<file path="src/fsrb_regs.vh">
`ifndef FSRB_REGS_VH
`define FSRB_REGS_VH
// Byte one positions.
`define FSRB_S1_PM_LO 7
`define FSRB_S1_ORIGIN 6
`define FSRB_S1_BP_HI 5
`define FSRB_S1_BP_LO 2
`define FSRB_S1_WLATCH 1
`define FSRB_S1_BUSY 0
// Byte two positions.
`define FSRB_S2_ERASE_HELD 7
`define FSRB_S2_COMPL 6
`define FSRB_S2_OTP_HI 5
`define FSRB_S2_OTP_LO 3
`define FSRB_S2_PROG_HELD 2
`define FSRB_S2_QUAD 1
`define FSRB_S2_PM_HI 0
// Byte three positions.
`define FSRB_S3_PIN_ROLE 7
`define FSRB_S3_DRV_HI 6
`define FSRB_S3_DRV_LO 5
`define FSRB_S3_ERASE_FAIL 4
`define FSRB_S3_PROG_FAIL 3
`define FSRB_S3_SCHEME 2
`define FSRB_S3_PWRUP_AW 1
`define FSRB_S3_CUR_AW 0
// Writable masks and reset values.
`define FSRB_S1_WMASK 8'hFC
`define FSRB_S2_WMASK 8'h7B
`define FSRB_S3_WMASK 8'hE6
`define FSRB_RESET_VAL 8'h00
// Register select codes.
`define FSRB_SEL_ONE 2'h0
`define FSRB_SEL_TWO 2'h1
`define FSRB_SEL_THREE 2'h2
// Embedded operation time in clock cycles.
`define FSRB_OP_CYCLES 16'h0010
`endif

</file>
<file path="src/fsrb_flash_status_regs.v">
`timescale 1ns/1ps
`include "fsrb_regs.vh"
// Summary of operation
// - Protect-mode low bit at byte one bit 7.
// - Byte one bit 6 selects protection origin.
// - Block-protect field bits 5:2, zero unprotected.
// - Write latch read-only; gates embedded operations.
// - Busy flag at byte one bit 0.
// - Byte two bit 6 inverts protection map.
// - Three OTP lock bits, byte two 5:3.
// - Program-suspended flag at byte two bit 2.
// - Quad enable turns control pins into data.
// - Protect-mode high bit at byte two bit 0.
// - Byte three bit 7 picks pin role.
// - Erase-fail flag set on failure or violation.
// - Program-fail flag set on failure or violation.
// - Byte three bit 2 selects protection scheme.
// - Byte three bit 1 is cleared by reset before power-up width is sampled.
// - Byte three bit 0 shows current width.
// - While busy, only status reads, suspend, resume and the fail flag of a violating program or erase are taken.
// - Busy clears when operation finishes.
// - Write enable sets write latch.
// - Latch clears at reset and write-type commands.
// - Software mode needs write latch for writes.
// - Hardware mode with pin low locks writes unless quad enable is set.
module fsrb_flash_status_regs #(
  parameter OP_CYCLES = `FSRB_OP_CYCLES
) (
  input wire clock,
  input wire rst,
  input wire link_clk,
  input wire wp_n_pin,
  input wire cmd_write_enable,
  input wire cmd_write_disable,
  input wire cmd_program,
  input wire cmd_erase,
  input wire cmd_status_write,
  input wire [1:0] cmd_status_sel,
  input wire [7:0] cmd_status_data,
  input wire cmd_status_read,
  input wire [1:0] read_sel,
  input wire cmd_suspend,
  input wire cmd_resume,
  input wire cmd_enter_4byte,
  input wire cmd_exit_4byte,
  input wire op_fail,
  input wire protect_violation,
  output reg [7:0] read_data,
  output reg read_valid,
  output wire [7:0] status_byte_one,
  output wire [7:0] status_byte_two,
  output wire [7:0] status_byte_three,
  output wire quad_enable_bit,
  output wire shared_pin_is_reset,
  output wire shared_pin_is_pause,
  output wire link_clk_rise
);

  localparam ST_IDLE = 2'h0;
  localparam ST_PROG = 2'h1;
  localparam ST_ERASE = 2'h2;
  localparam ST_WRSR = 2'h3;
  // Operation length held at the counter's own width.
  localparam [15:0] OP_LEN = OP_CYCLES;

  reg [7:0] s1_reg;
  reg [7:0] s2_reg;
  reg [7:0] s3_reg;
  reg write_latch_flag_reg;
  reg erase_held_flag_reg;
  reg program_held_flag_reg;
  reg erase_fail_flag_reg;
  reg program_fail_flag_reg;
  reg current_addr_width_reg;
  reg [1:0] state_reg;
  reg [1:0] pend_sel_reg;
  reg [7:0] pend_data_reg;
  reg [15:0] count_reg;
  reg wp_meta_reg;
  reg wp_sync_reg;
  reg lclk_meta_reg;
  reg lclk_sync_reg;
  reg lclk_prev_reg;
  reg init_done_reg;

  wire busy;
  wire protect_mode_lo;
  wire protect_mode_hi;
  wire status_locked;
  wire status_write_ok;
  wire prog_start;
  wire erase_start;
  wire op_done;

  // Merge a write into a byte, keeping bits outside the writable mask.
  function [7:0] fsrb_merge;
    input [7:0] old_val;
    input [7:0] new_val;
    input [7:0] mask;
    begin
      fsrb_merge = (old_val & ~mask) | (new_val & mask);
    end
  endfunction

  assign busy = (state_reg != ST_IDLE);
  assign protect_mode_lo = s1_reg[`FSRB_S1_PM_LO];
  assign protect_mode_hi = s2_reg[`FSRB_S2_PM_HI];
  // Hardware lock only honours the pin while it is not a data line.
  assign status_locked = protect_mode_hi |
    (protect_mode_lo & ~wp_sync_reg & ~s2_reg[`FSRB_S2_QUAD]);
  assign status_write_ok = cmd_status_write & write_latch_flag_reg & ~status_locked & ~busy;
  assign prog_start = cmd_program & write_latch_flag_reg & ~busy;
  assign erase_start = cmd_erase & write_latch_flag_reg & ~busy;
  assign op_done = busy & (count_reg == 16'h0000);

  assign quad_enable_bit = s2_reg[`FSRB_S2_QUAD];
  assign shared_pin_is_reset = ~s2_reg[`FSRB_S2_QUAD] & s3_reg[`FSRB_S3_PIN_ROLE];
  assign shared_pin_is_pause = ~s2_reg[`FSRB_S2_QUAD] & ~s3_reg[`FSRB_S3_PIN_ROLE];
  assign link_clk_rise = lclk_sync_reg & ~lclk_prev_reg;

  assign status_byte_one = {s1_reg[7:2], write_latch_flag_reg, busy};
  assign status_byte_two = {erase_held_flag_reg, s2_reg[6:3], program_held_flag_reg, s2_reg[1:0]};
  assign status_byte_three = {s3_reg[7:5], erase_fail_flag_reg, program_fail_flag_reg,
    s3_reg[2:1], current_addr_width_reg};

  // Pin and link clock cross into the core clock through two flops.
  always @(posedge clock) begin
    if (rst) begin
      wp_meta_reg <= 1'b1;
      wp_sync_reg <= 1'b1;
      lclk_meta_reg <= 1'b0;
      lclk_sync_reg <= 1'b0;
      lclk_prev_reg <= 1'b0;
    end else begin
      wp_meta_reg <= wp_n_pin;
      wp_sync_reg <= wp_meta_reg;
      lclk_meta_reg <= link_clk;
      lclk_sync_reg <= lclk_meta_reg;
      lclk_prev_reg <= lclk_sync_reg;
    end
  end

  // Status reads are always served, even while busy.
  always @(posedge clock) begin
    if (rst) begin
      read_data <= 8'h00;
      read_valid <= 1'b0;
    end else begin
      read_valid <= cmd_status_read;
      if (cmd_status_read) begin
        case (read_sel)
          `FSRB_SEL_ONE: read_data <= status_byte_one;
          `FSRB_SEL_TWO: read_data <= status_byte_two;
          `FSRB_SEL_THREE: read_data <= status_byte_three;
          default: read_data <= 8'h00;
        endcase
      end
    end
  end

  // Embedded operation sequencer.
  always @(posedge clock) begin
    if (rst) begin
      state_reg <= ST_IDLE;
      count_reg <= 16'h0000;
      pend_sel_reg <= 2'h0;
      pend_data_reg <= 8'h00;
    end else begin
      case (state_reg)
        ST_IDLE: begin
          count_reg <= OP_LEN - 16'h0001;
          if (status_write_ok) begin
            state_reg <= ST_WRSR;
            pend_sel_reg <= cmd_status_sel;
            pend_data_reg <= cmd_status_data;
          end else if (prog_start) begin
            state_reg <= ST_PROG;
          end else if (erase_start) begin
            state_reg <= ST_ERASE;
          end
        end
        ST_PROG, ST_ERASE: begin
          // A suspended operation holds its count until resumed.
          if (op_done) begin
            state_reg <= ST_IDLE;
          end else if (!program_held_flag_reg && !erase_held_flag_reg) begin
            count_reg <= count_reg - 16'h0001;
          end
        end
        ST_WRSR: begin
          if (op_done) begin
            state_reg <= ST_IDLE;
          end else begin
            count_reg <= count_reg - 16'h0001;
          end
        end
        default: state_reg <= ST_IDLE;
      endcase
    end
  end

  // Flags and status bytes.
  always @(posedge clock) begin
    if (rst) begin
      s1_reg <= `FSRB_RESET_VAL;
      s2_reg <= `FSRB_RESET_VAL;
      s3_reg <= `FSRB_RESET_VAL;
      write_latch_flag_reg <= 1'b0;
      erase_held_flag_reg <= 1'b0;
      program_held_flag_reg <= 1'b0;
      erase_fail_flag_reg <= 1'b0;
      program_fail_flag_reg <= 1'b0;
      current_addr_width_reg <= 1'b0;
      init_done_reg <= 1'b0;
    end else begin
      // Power-up width is sampled once after reset release.
      init_done_reg <= 1'b1;
      if (!init_done_reg) begin
        current_addr_width_reg <= s3_reg[`FSRB_S3_PWRUP_AW];
      end else if (!busy && cmd_enter_4byte) begin
        current_addr_width_reg <= 1'b1;
      end else if (!busy && cmd_exit_4byte) begin
        current_addr_width_reg <= 1'b0;
      end
      if (!busy && cmd_write_enable) begin
        write_latch_flag_reg <= 1'b1;
      end else if ((!busy && cmd_write_disable) || status_write_ok || prog_start || erase_start) begin
        write_latch_flag_reg <= 1'b0;
      end
      if (cmd_suspend && state_reg == ST_ERASE) begin
        erase_held_flag_reg <= 1'b1;
      end else if (cmd_resume) begin
        erase_held_flag_reg <= 1'b0;
      end
      if (cmd_suspend && state_reg == ST_PROG) begin
        program_held_flag_reg <= 1'b1;
      end else if (cmd_resume) begin
        program_held_flag_reg <= 1'b0;
      end
      // A failure in the same cycle as a resume wins over the clear.
      if ((state_reg == ST_ERASE && op_fail) || (cmd_erase && protect_violation)) begin
        erase_fail_flag_reg <= 1'b1;
      end else if (cmd_resume) begin
        erase_fail_flag_reg <= 1'b0;
      end
      if ((state_reg == ST_PROG && op_fail) || (cmd_program && protect_violation)) begin
        program_fail_flag_reg <= 1'b1;
      end else if (cmd_resume) begin
        program_fail_flag_reg <= 1'b0;
      end
      // Written value lands when the write operation completes.
      if (state_reg == ST_WRSR && op_done) begin
        case (pend_sel_reg)
          `FSRB_SEL_ONE: s1_reg <= fsrb_merge(s1_reg, pend_data_reg, `FSRB_S1_WMASK);
          `FSRB_SEL_TWO: s2_reg <= fsrb_merge(s2_reg, pend_data_reg | (s2_reg & 8'h38),
            `FSRB_S2_WMASK);
          `FSRB_SEL_THREE: s3_reg <= fsrb_merge(s3_reg, pend_data_reg, `FSRB_S3_WMASK);
          default: s1_reg <= s1_reg;
        endcase
      end
    end
  end

endmodule // fsrb_flash_status_regs

</file>
<file path="config.mk">
export PLATFORM = sky130hd
export DESIGN_NAME = fsrb_flash_status_regs
export DESIGN_NICKNAME = d
export VERILOG_FILES = /design/src/fsrb_flash_status_regs.v
export VERILOG_INCLUDE_DIRS = /design/src
export SDC_FILE = /design/constraint.sdc
export NUM_CORES = 1
export LEC_CHECK = 0
export BUFFER_PORTS_ARGS = -buffer_cell sky130_fd_sc_hd__buf_2
export CORE_ASPECT_RATIO = 2
export CORE_MARGIN = 3
export CORE_UTILIZATION = 40
export CTS_CLUSTER_DIAMETER = 120
export DETAILED_ROUTE_END_ITERATION = 10
export SYNTH_ARGS = -nofsm -noshare
export SYNTH_HDL_FRONTEND = slang
export SYNTH_SLANG_ARGS = --single-unit
</file>
<file path="constraint.sdc">
create_clock -name clock -period 7.1 [get_ports clock]
set_clock_uncertainty 0.1 [all_clocks]
set_input_delay 0.71 -clock clock [delete_from_list [all_inputs] [get_ports clock]]
set_output_delay 0.71 -clock clock [all_outputs]
set_load 0.05 [all_outputs]
</file>
==> flow_metrics.env, run 1 <==
export IMPL_timing_final_crit_share_pct=43.8
export IMPL_crit_reg2reg_capture="count_reg[3]$_SDFFE_PP0P_"
export IMPL_min_period_ns=3.11
export IMPL_floorplan_core_area_mm2=0.00766
export IMPL_nature_of_the_critical_path_startpoint="flip-flop"
export IMPL_worst_skew_pair_late_latency_ns=0.33
export IMPL_diodes=0
export IMPL_type_of_the_most_critical_hold_path="flip-flop to flip-flop"
export IMPL_synth_adder_area_share_pct=2.37
export IMPL_post_dp_cell_area_mm2=0.00346
export IMPL_num_vias=2812
export IMPL_timing_setup_critical_path_class="flip-flop to flip-flop"
export IMPL_crit_path_max_incr_delay_ns=0.70
export IMPL_fp_dieH_um=132
export IMPL_power_static_leakage_nw=1.58
export IMPL_grt_total_usage_pct=21.2
export IMPL_timing_critical_path_arrival_ns=3.20
export IMPL_gp_routability_congestion=0.858
export IMPL_timing_setup_tns_ns=0
export IMPL_timing_hold_ws_ns=0.309
export IMPL_initial_standard_cell_utilization_of_the_core_pct=41.3
export IMPL_synthesized_area_mm2=0.00316
export IMPL_floorplan_die_area_mm2=0.00908
export IMPL_status="finished clean"
export IMPL_chipWidth_um=68.9
export IMPL_synth_mux_area_share_pct=9.81
export IMPL_setup_viol=0
export IMPL_regToRegSetupSlack_ns=3.99
export IMPL_syn_inst=351
export IMPL_timing_critical_path_cells="inv_1, ha_1, or4_1, nor4_4, a21oi_1, o311ai_1, a31oi_1"
export IMPL_critical_path_top_delay_family="simple AND/OR/NAND/NOR gates"
export IMPL_endpoint_kind="flip-flop"
export IMPL_cts_max_path_bufs=2
export IMPL_worst_r2r_startpoint="state_reg[0]$_SDFFE_PP0P_"
export IMPL_clkSlewWorstSetupHoldPaths_ns=0.05
export IMPL_io_buffers=64
export IMPL_hold_violations=0
export IMPL_postSynthNetCount=385
export IMPL_maxCapViolations=0
export IMPL_routed_top_layer="met4"
export IMPL_drive_gt1_share_pct=22.4
export IMPL_clock_sink_count=66
export IMPL_timing_reg2reg_worst_path_depth=7
export IMPL_worst_tran_pin_value_ns=0.894
export IMPL_synth_compound_area_share_pct=17.6
export IMPL_grt_setup_unrepaired="no"
export IMPL_max_slew_margin_pct=39.9
export IMPL_drt_initial_drc_count=214
export IMPL_drtAntennaViolNets=0
export IMPL_postCtsSetupBuffers=0
export IMPL_number_of_antenna_violations_at_the_first_check_in_global_routing=0
export IMPL_final_design_area_no_fill_mm2=0.00378
export IMPL_synth_avg_cell_area_um2=9.02
export IMPL_largest_net_degree_at_the_start_of_global_routing=63
export IMPL_maxSlewViolCount=0
export IMPL_worst_hold_path_depth=1
export IMPL_worst_endpoint_required_ns=7.19
export IMPL_route_detailed_vias_per_inst=5.67
export IMPL_synth_yosys_seq_area_share_pct=41.8
export IMPL_ctsResizeCount=0
export IMPL_areaGrowthSynthToFinish_pct=19.6
export IMPL_finish_net_count=431
export IMPL_cts_tree="built"
export IMPL_dp_final_hpwl_um=6400
export IMPL_power_per_cell_area_mw_per_mm2=345
export IMPL_synthSimpleGateAreaFrac_pct=22.4
export IMPL_grt_pass1_vias=2811
export IMPL_fmaxAchievable_mhz=322
export IMPL_drc_errors=0
export IMPL_largest_register_ff_count=16
export IMPL_io_pins=65
export IMPL_holdCritStartpoint="wp_meta_reg$_SDFF_PP1_"
export IMPL_post_synth_xor_area_fraction_pct=0
export IMPL_globalRoute_totalOverflow=0
export IMPL_htree_num_levels=3
export IMPL_critPathBufInv=1
export IMPL_met2_length_um=4870
export IMPL_finalWirelength_um=8720
export IMPL_drt_wirelength_per_cell_um=17.6
export IMPL_met3_wirelength_um=432
export IMPL_drt_pass1_iterations=4
export IMPL_worst_case_vdd_ir_drop_mv=0.237
export IMPL_m1WireLength_um=3080
export IMPL_cts_inserted_buffers=9
export IMPL_global_route_wire_length_before_repair_um=14400
export IMPL_synth_top_family_by_area="simple AND/OR/NAND/NOR gates"
export IMPL_post_cts_hold_buffer_count=0
export IMPL_timing_hold_worst_endpoint="wp_sync_reg$_SDFF_PP1_"
export IMPL_cts_root_buffer_cell="sky130_fd_sc_hd__clkbuf_16"
export IMPL_ys_ff_latch=66
export IMPL_critical_path_slowest_cell="sky130_fd_sc_hd__nor4_4"
export IMPL_synth_distinct_cells=49
export IMPL_yosysWarnings=0
export IMPL_core_rowCount=45
export IMPL_crit_fanout=19
-- through the flow --
| stage | setup WS [ns] | utilization [%] | instances | total power, mW |
|---|---|---|---|---|
| finish | 3.99 | 49.4 | 496 | 1.30 |
| global placement | 4.08 | 45.2 | 480 | 0.830 |
| CTS | 3.97 | 49.4 | 496 | 1.31 |
| detailed placement | 3.98 | 45.2 | 480 | 0.834 |
| global route | 3.68 | 49.4 | 496 | 1.37 |
| floorplan | 4.43 | - | 351 | 0.751 |
-- synthesized netlist by cell type, drive strengths merged --
cell type / n / share of area [%]
or3b: 5 / 1.4
or4b: 1 / 0.32
nor3b: 2 / 0.47
or2: 5 / 0.99
o21ai: 6 / 0.95
nor4b: 2 / 1.0
nand4bb: 1 / 0.36
or4: 7 / 1.9
dfxtp: 66 / 42
o22ai: 2 / 0.40
nor4: 7 / 2.3
ha: 6 / 2.4
nand2: 9 / 1.1
a31oi: 3 / 0.59
clkbuf: 16 / 1.9
a22oi: 3 / 0.71
clkinv: 1 / 0.12
or3: 8 / 1.6
o211a: 1 / 0.32
a2111oi: 2 / 0.55
a222oi: 2 / 0.63
o21a: 1 / 0.24
a21o: 3 / 0.71
and3: 1 / 0.20
nor2: 59 / 7.0
a21oi: 20 / 3.2
a311oi: 3 / 0.83
nand4b: 3 / 0.83
nor2b: 7 / 1.4
a2111o: 1 / 0.36
o32ai: 1 / 0.28
o21bai: 5 / 1.2
mux2i: 31 / 9.8
a211oi: 19 / 4.5
buf: 15 / 2.9
o211ai: 3 / 0.71
o311ai: 2 / 0.55
nand3: 3 / 0.47
nor3: 7 / 1.1
a32o: 2 / 0.63
o311a: 1 / 0.32
inv: 9 / 1.1
-- worst max-delay path by stage --
| stage | startpoint | endpoint | slack (ns) | depth (start not counted) |
|---|---|---|---|---|
| finish | state_reg[0]$_SDFFE_PP0P_ | count_reg[3]$_SDFFE_PP0P_ | 3.99 | 7 |
| global route | state_reg[0]$_SDFFE_PP0P_ | count_reg[3]$_SDFFE_PP0P_ | 3.68 | 7 |
| CTS | state_reg[0]$_SDFFE_PP0P_ | count_reg[9]$_SDFFE_PP0P_ | 3.97 | 7 |
| detailed placement | state_reg[0]$_SDFFE_PP0P_ | count_reg[9]$_SDFFE_PP0P_ | 3.98 | 7 |
| global placement | state_reg[0]$_SDFFE_PP0P_ | s2_reg[6]$_SDFFE_PP0P_ | 4.08 | 7 |
| floorplan | state_reg[0]$_SDFFE_PP0P_ | s2_reg[1]$_SDFFE_PP0P_ | 4.43 | 9 |
-- area by class of cell --
cell class | instances | area (µm²)
Timing Repair Buffer | 66 | 335
Inverter | 10 | 37.5
Multi-Input combinational cell | 244 | 1650
Clock inverter | 6 | 90.1
Clock buffer | 10 | 229
Tap cell | 94 | 118
Sequential cell | 66 | 1320
Fill cell | 780 | 3870
-- where the power goes --
part	leakage, nW	switching (mW)	internal [mW]	total, mW
Sequential	0.538	0.0405	0.406	0.446
Clock	0.153	0.164	0.308	0.473
Combinational	0.890	0.249	0.136	0.385
-- cell usage in the layout (no fill, tap or decap), types with 3 or more instances in the layout --
master,synthesis,final
sky130_fd_sc_hd__dfxtp_1,66,66
sky130_fd_sc_hd__buf_2,2,64
sky130_fd_sc_hd__nor2_1,59,59
sky130_fd_sc_hd__mux2i_1,31,31
sky130_fd_sc_hd__a21oi_1,20,20
sky130_fd_sc_hd__a211oi_1,19,19
sky130_fd_sc_hd__inv_1,9,9
sky130_fd_sc_hd__nand2_1,9,9
sky130_fd_sc_hd__clkbuf_16,0,9
sky130_fd_sc_hd__or3_1,8,8
sky130_fd_sc_hd__nor2b_1,7,7
sky130_fd_sc_hd__nor3_1,7,7
sky130_fd_sc_hd__ha_1,6,6
sky130_fd_sc_hd__or4_1,5,5
sky130_fd_sc_hd__nor4_1,5,5
sky130_fd_sc_hd__or3b_1,5,5
sky130_fd_sc_hd__o21bai_1,5,5
sky130_fd_sc_hd__or2_2,4,4
sky130_fd_sc_hd__nand4b_1,3,3
sky130_fd_sc_hd__a31oi_1,3,3
sky130_fd_sc_hd__o21ai_1,3,3
sky130_fd_sc_hd__nand3_1,3,3
sky130_fd_sc_hd__a21o_1,3,3
sky130_fd_sc_hd__a22oi_1,3,3
sky130_fd_sc_hd__a311oi_1,3,3
sky130_fd_sc_hd__o211ai_1,3,3
sky130_fd_sc_hd__o21ai_0,3,3
-- cells by family (layout without fill, tap and decap cells) --
kind of cell	Yosys count	in the layout
AND/OR/NAND/NOR	127	127
AO/OA/AOI/OAI	80	80
flip-flops	66	66
buffers and inverters	41	92
multiplexers	31	31
adder cells (fa/ha/maj)	6	6
-- metal layers --
| layer | global-route usage [%] | vias up |
|---|---|---|
| met5 | 0 | - |
| met4 | 11.1 | 0 |
| met3 | 5.46 | 21 |
| met2 | 36.3 | 87 |
| met1 | 22.8 | 1336 |
| li1 | - | 1368 |
Power figures use the tool's default switching activity.
==> run 2, diff against run 1 <==
==> constraint.sdc (replaced) <==
create_clock -name clock -period 3.1 [get_ports clock]
set_clock_uncertainty 0.1 [all_clocks]
set_input_delay 0.31 -clock clock [delete_from_list [all_inputs] [get_ports clock]]
set_output_delay 0.31 -clock clock [all_outputs]
set_load 0.05 [all_outputs]
==> run 2 against run 1 <==
Net effect:
- combinational power grew 140%
- maximum frequency grew 11%
- setup slack lost 3.7 ns
- global-route usage shrank 0.65 points
- hold slack lost 0.21 ns
- critical path depth is the same
- largest cell class unchanged
==> flow_metrics.env, run 2 (same netlist as run 1, synthesis figures left out) <==
export IMPL_crit_path_max_incr_delay_ns=0.60
export IMPL_ctsResizeCount=0
export IMPL_drt_pass1_iterations=4
export IMPL_drt_initial_drc_count=170
export IMPL_worst_hold_path_depth=2
export IMPL_cts_max_path_bufs=2
export IMPL_area_sequential_mm2=0.00132
export IMPL_regToRegSetupSlack_ns=0.30
export IMPL_timing_final_crit_share_pct=90.3
export IMPL_hold_violations=0
export IMPL_io_buffers=64
export IMPL_placed_instances=489
export IMPL_floorplan_die_area_mm2=0.00908
export IMPL_crit_reg2reg_capture="s2_reg[1]$_SDFFE_PP0P_"
export IMPL_number_of_antenna_violations_at_the_first_check_in_global_routing=0
export IMPL_largest_register_ff_count=16
export IMPL_maxCapViolations=0
export IMPL_core_rowCount=45
export IMPL_type_of_the_most_critical_hold_path="input port to flip-flop"
export IMPL_htree_num_levels=3
export IMPL_cts_tree="built"
export IMPL_clock_sink_count=66
export IMPL_critPathBufInv=1
export IMPL_num_vias=2820
export IMPL_initial_standard_cell_utilization_of_the_core_pct=41.3
export IMPL_floorplan_core_area_mm2=0.00766
export IMPL_timing_critical_path_cells="inv_1, ha_1, or4_1, or4_1, nor4b_4, mux2i_1, nor2_1"
export IMPL_timing_reg2reg_worst_path_depth=7
export IMPL_worst_r2r_startpoint="state_reg[0]$_SDFFE_PP0P_"
export IMPL_setup_viol=0
export IMPL_global_route_wire_length_before_repair_um=14000
export IMPL_grt_pass1_vias=2822
export IMPL_critical_path_top_delay_family="simple AND/OR/NAND/NOR gates"
export IMPL_nature_of_the_critical_path_startpoint="flip-flop"
export IMPL_postLayoutCoreUtil_pct=50.2
export IMPL_fp_dieH_um=132
export IMPL_worst_tran_pin_value_ns=0.756
export IMPL_post_cts_hold_buffer_count=0
export IMPL_drt_wirelength_per_cell_um=17.2
export IMPL_multi_input_comb_area_mm2=0.00165
export IMPL_leading_cell_types_in_the_layout_fill_and_taps_excluded="sky130_fd_sc_hd__dfxtp_1 (66), sky130_fd_sc_hd__buf_2 (64), sky130_fd_sc_hd__nor2_1 (59), sky130_fd_sc_hd__mux2i_1 (31), sky130_fd_sc_hd__a21oi_1 (20)"
export IMPL_cts_inserted_buffers=9
export IMPL_drc_errors=0
export IMPL_min_period_ns=2.80
export IMPL_critical_path_slowest_cell="sky130_fd_sc_hd__or4_1"
export IMPL_holdCritStartpoint="link_clk"
export IMPL_diodes=0
export IMPL_status="finished clean"
export IMPL_postCtsSetupBuffers=0
export IMPL_maxSlewViolCount=0
export IMPL_critical_path_top_cell_by_count="sky130_fd_sc_hd__or4_1"
export IMPL_power_per_cell_area_mw_per_mm2=777
export IMPL_drtAntennaViolNets=0
export IMPL_power_static_leakage_nw=1.62
export IMPL_final_common_cell="sky130_fd_sc_hd__dfxtp_1"
export IMPL_timing_hold_ws_ns=0.0973
export IMPL_finalWirelength_um=8690
export IMPL_endpoint_kind="flip-flop"
export IMPL_grt_total_usage_pct=20.6
export IMPL_timing_critical_path_arrival_ns=2.89
export IMPL_timing_hold_worst_endpoint="lclk_meta_reg$_SDFF_PP0_"
export IMPL_worst_case_vdd_ir_drop_mv=0.393
export IMPL_route_detailed_vias_per_inst=5.58
export IMPL_io_pins=65
export IMPL_largest_net_degree_at_the_start_of_global_routing=37
export IMPL_dp_final_hpwl_um=6540
export IMPL_globalRoute_totalOverflow=0
export IMPL_cts_root_buffer_cell="sky130_fd_sc_hd__clkbuf_16"
export IMPL_gp_routability_congestion=0.877
export IMPL_fmaxAchievable_mhz=357
export IMPL_final_cells=505
export IMPL_layout_filler_cells=763
export IMPL_clkSlewWorstSetupHoldPaths_ns=0.06
export IMPL_timing_setup_tns_ns=0
export IMPL_worst_skew_pair_late_latency_ns=0.33
export IMPL_worst_endpoint_required_ns=3.19
export IMPL_timing_setup_critical_path_class="flip-flop to flip-flop"
export IMPL_grt_setup_unrepaired="no"
export IMPL_max_slew_margin_pct=49.6
export IMPL_chipWidth_um=68.9
export IMPL_crit_fanout=6
export IMPL_finish_net_count=440
export IMPL_drive_gt1_share_pct=24.3
export IMPL_areaGrowthSynthToFinish_pct=21.5
export IMPL_power_mw=2.99
## run 2: report_power, final
group / total [mW] / internal [mW] / switching, mW
registers: 1.02 / 0.929 / 0.0914
clock network: 1.05 / 0.669 / 0.382
logic: 0.915 / 0.333 / 0.582
total: 2.99 / 1.93 / 1.06
## run 2: per-stage QoR
step / worst slack, ns / cell area, µm²
floorplan: 0.429 / 3160
global placement: 0.369 / 3530
detailed placement: 0.293 / 3530
CTS: 0.287 / 3840
global route: 0.119 / 3840
finish: 0.300 / 3840
## run 2: final cells by class
cell class,instances,area share [%]
Clock buffer,11,6.57
Clock inverter,5,1.56
Inverter,10,0.976
Multi-Input combinational cell,244,43.0
Sequential cell,66,34.4
Tap cell,94,3.06
Timing Repair Buffer,75,10.5
## run 2: routing by layer
metal / part of all wire [%] / GRT usage [%] / up-vias
li1: - / - / 1388
met1: 38 / 22.2 / 1337
met2: 55 / 36.8 / 80
met3: 3.6 / 2.99 / 15
met4: 3.3 / 10.2 / 0
met5: 0 / 0 / -
## run 2: how the worst max path moves through the flow
stage,cells past startpoint,from,to
3_3_place_gp,7,count_reg[0]$_SDFFE_PP0P_,s2_reg[6]$_SDFFE_PP0P_
4_1_cts,7,state_reg[0]$_SDFFE_PP0P_,s2_reg[1]$_SDFFE_PP0P_
5_1_grt,7,state_reg[0]$_SDFFE_PP0P_,s2_reg[0]$_SDFFE_PP0P_
3_5_place_dp,7,state_reg[0]$_SDFFE_PP0P_,s2_reg[1]$_SDFFE_PP0P_
6_report,7,state_reg[0]$_SDFFE_PP0P_,s2_reg[1]$_SDFFE_PP0P_
2_1_floorplan,9,state_reg[0]$_SDFFE_PP0P_,s2_reg[1]$_SDFFE_PP0P_
## run 2: worst register-to-register path: stages (launching register included)
cell	delay, ns
sky130_fd_sc_hd__dfxtp_1	0.39
sky130_fd_sc_hd__inv_1	0.10
sky130_fd_sc_hd__ha_1	0.21
sky130_fd_sc_hd__or4_1	0.47
sky130_fd_sc_hd__or4_1	0.60
sky130_fd_sc_hd__nor4b_4	0.50
sky130_fd_sc_hd__mux2i_1	0.24
sky130_fd_sc_hd__nor2_1	0.05
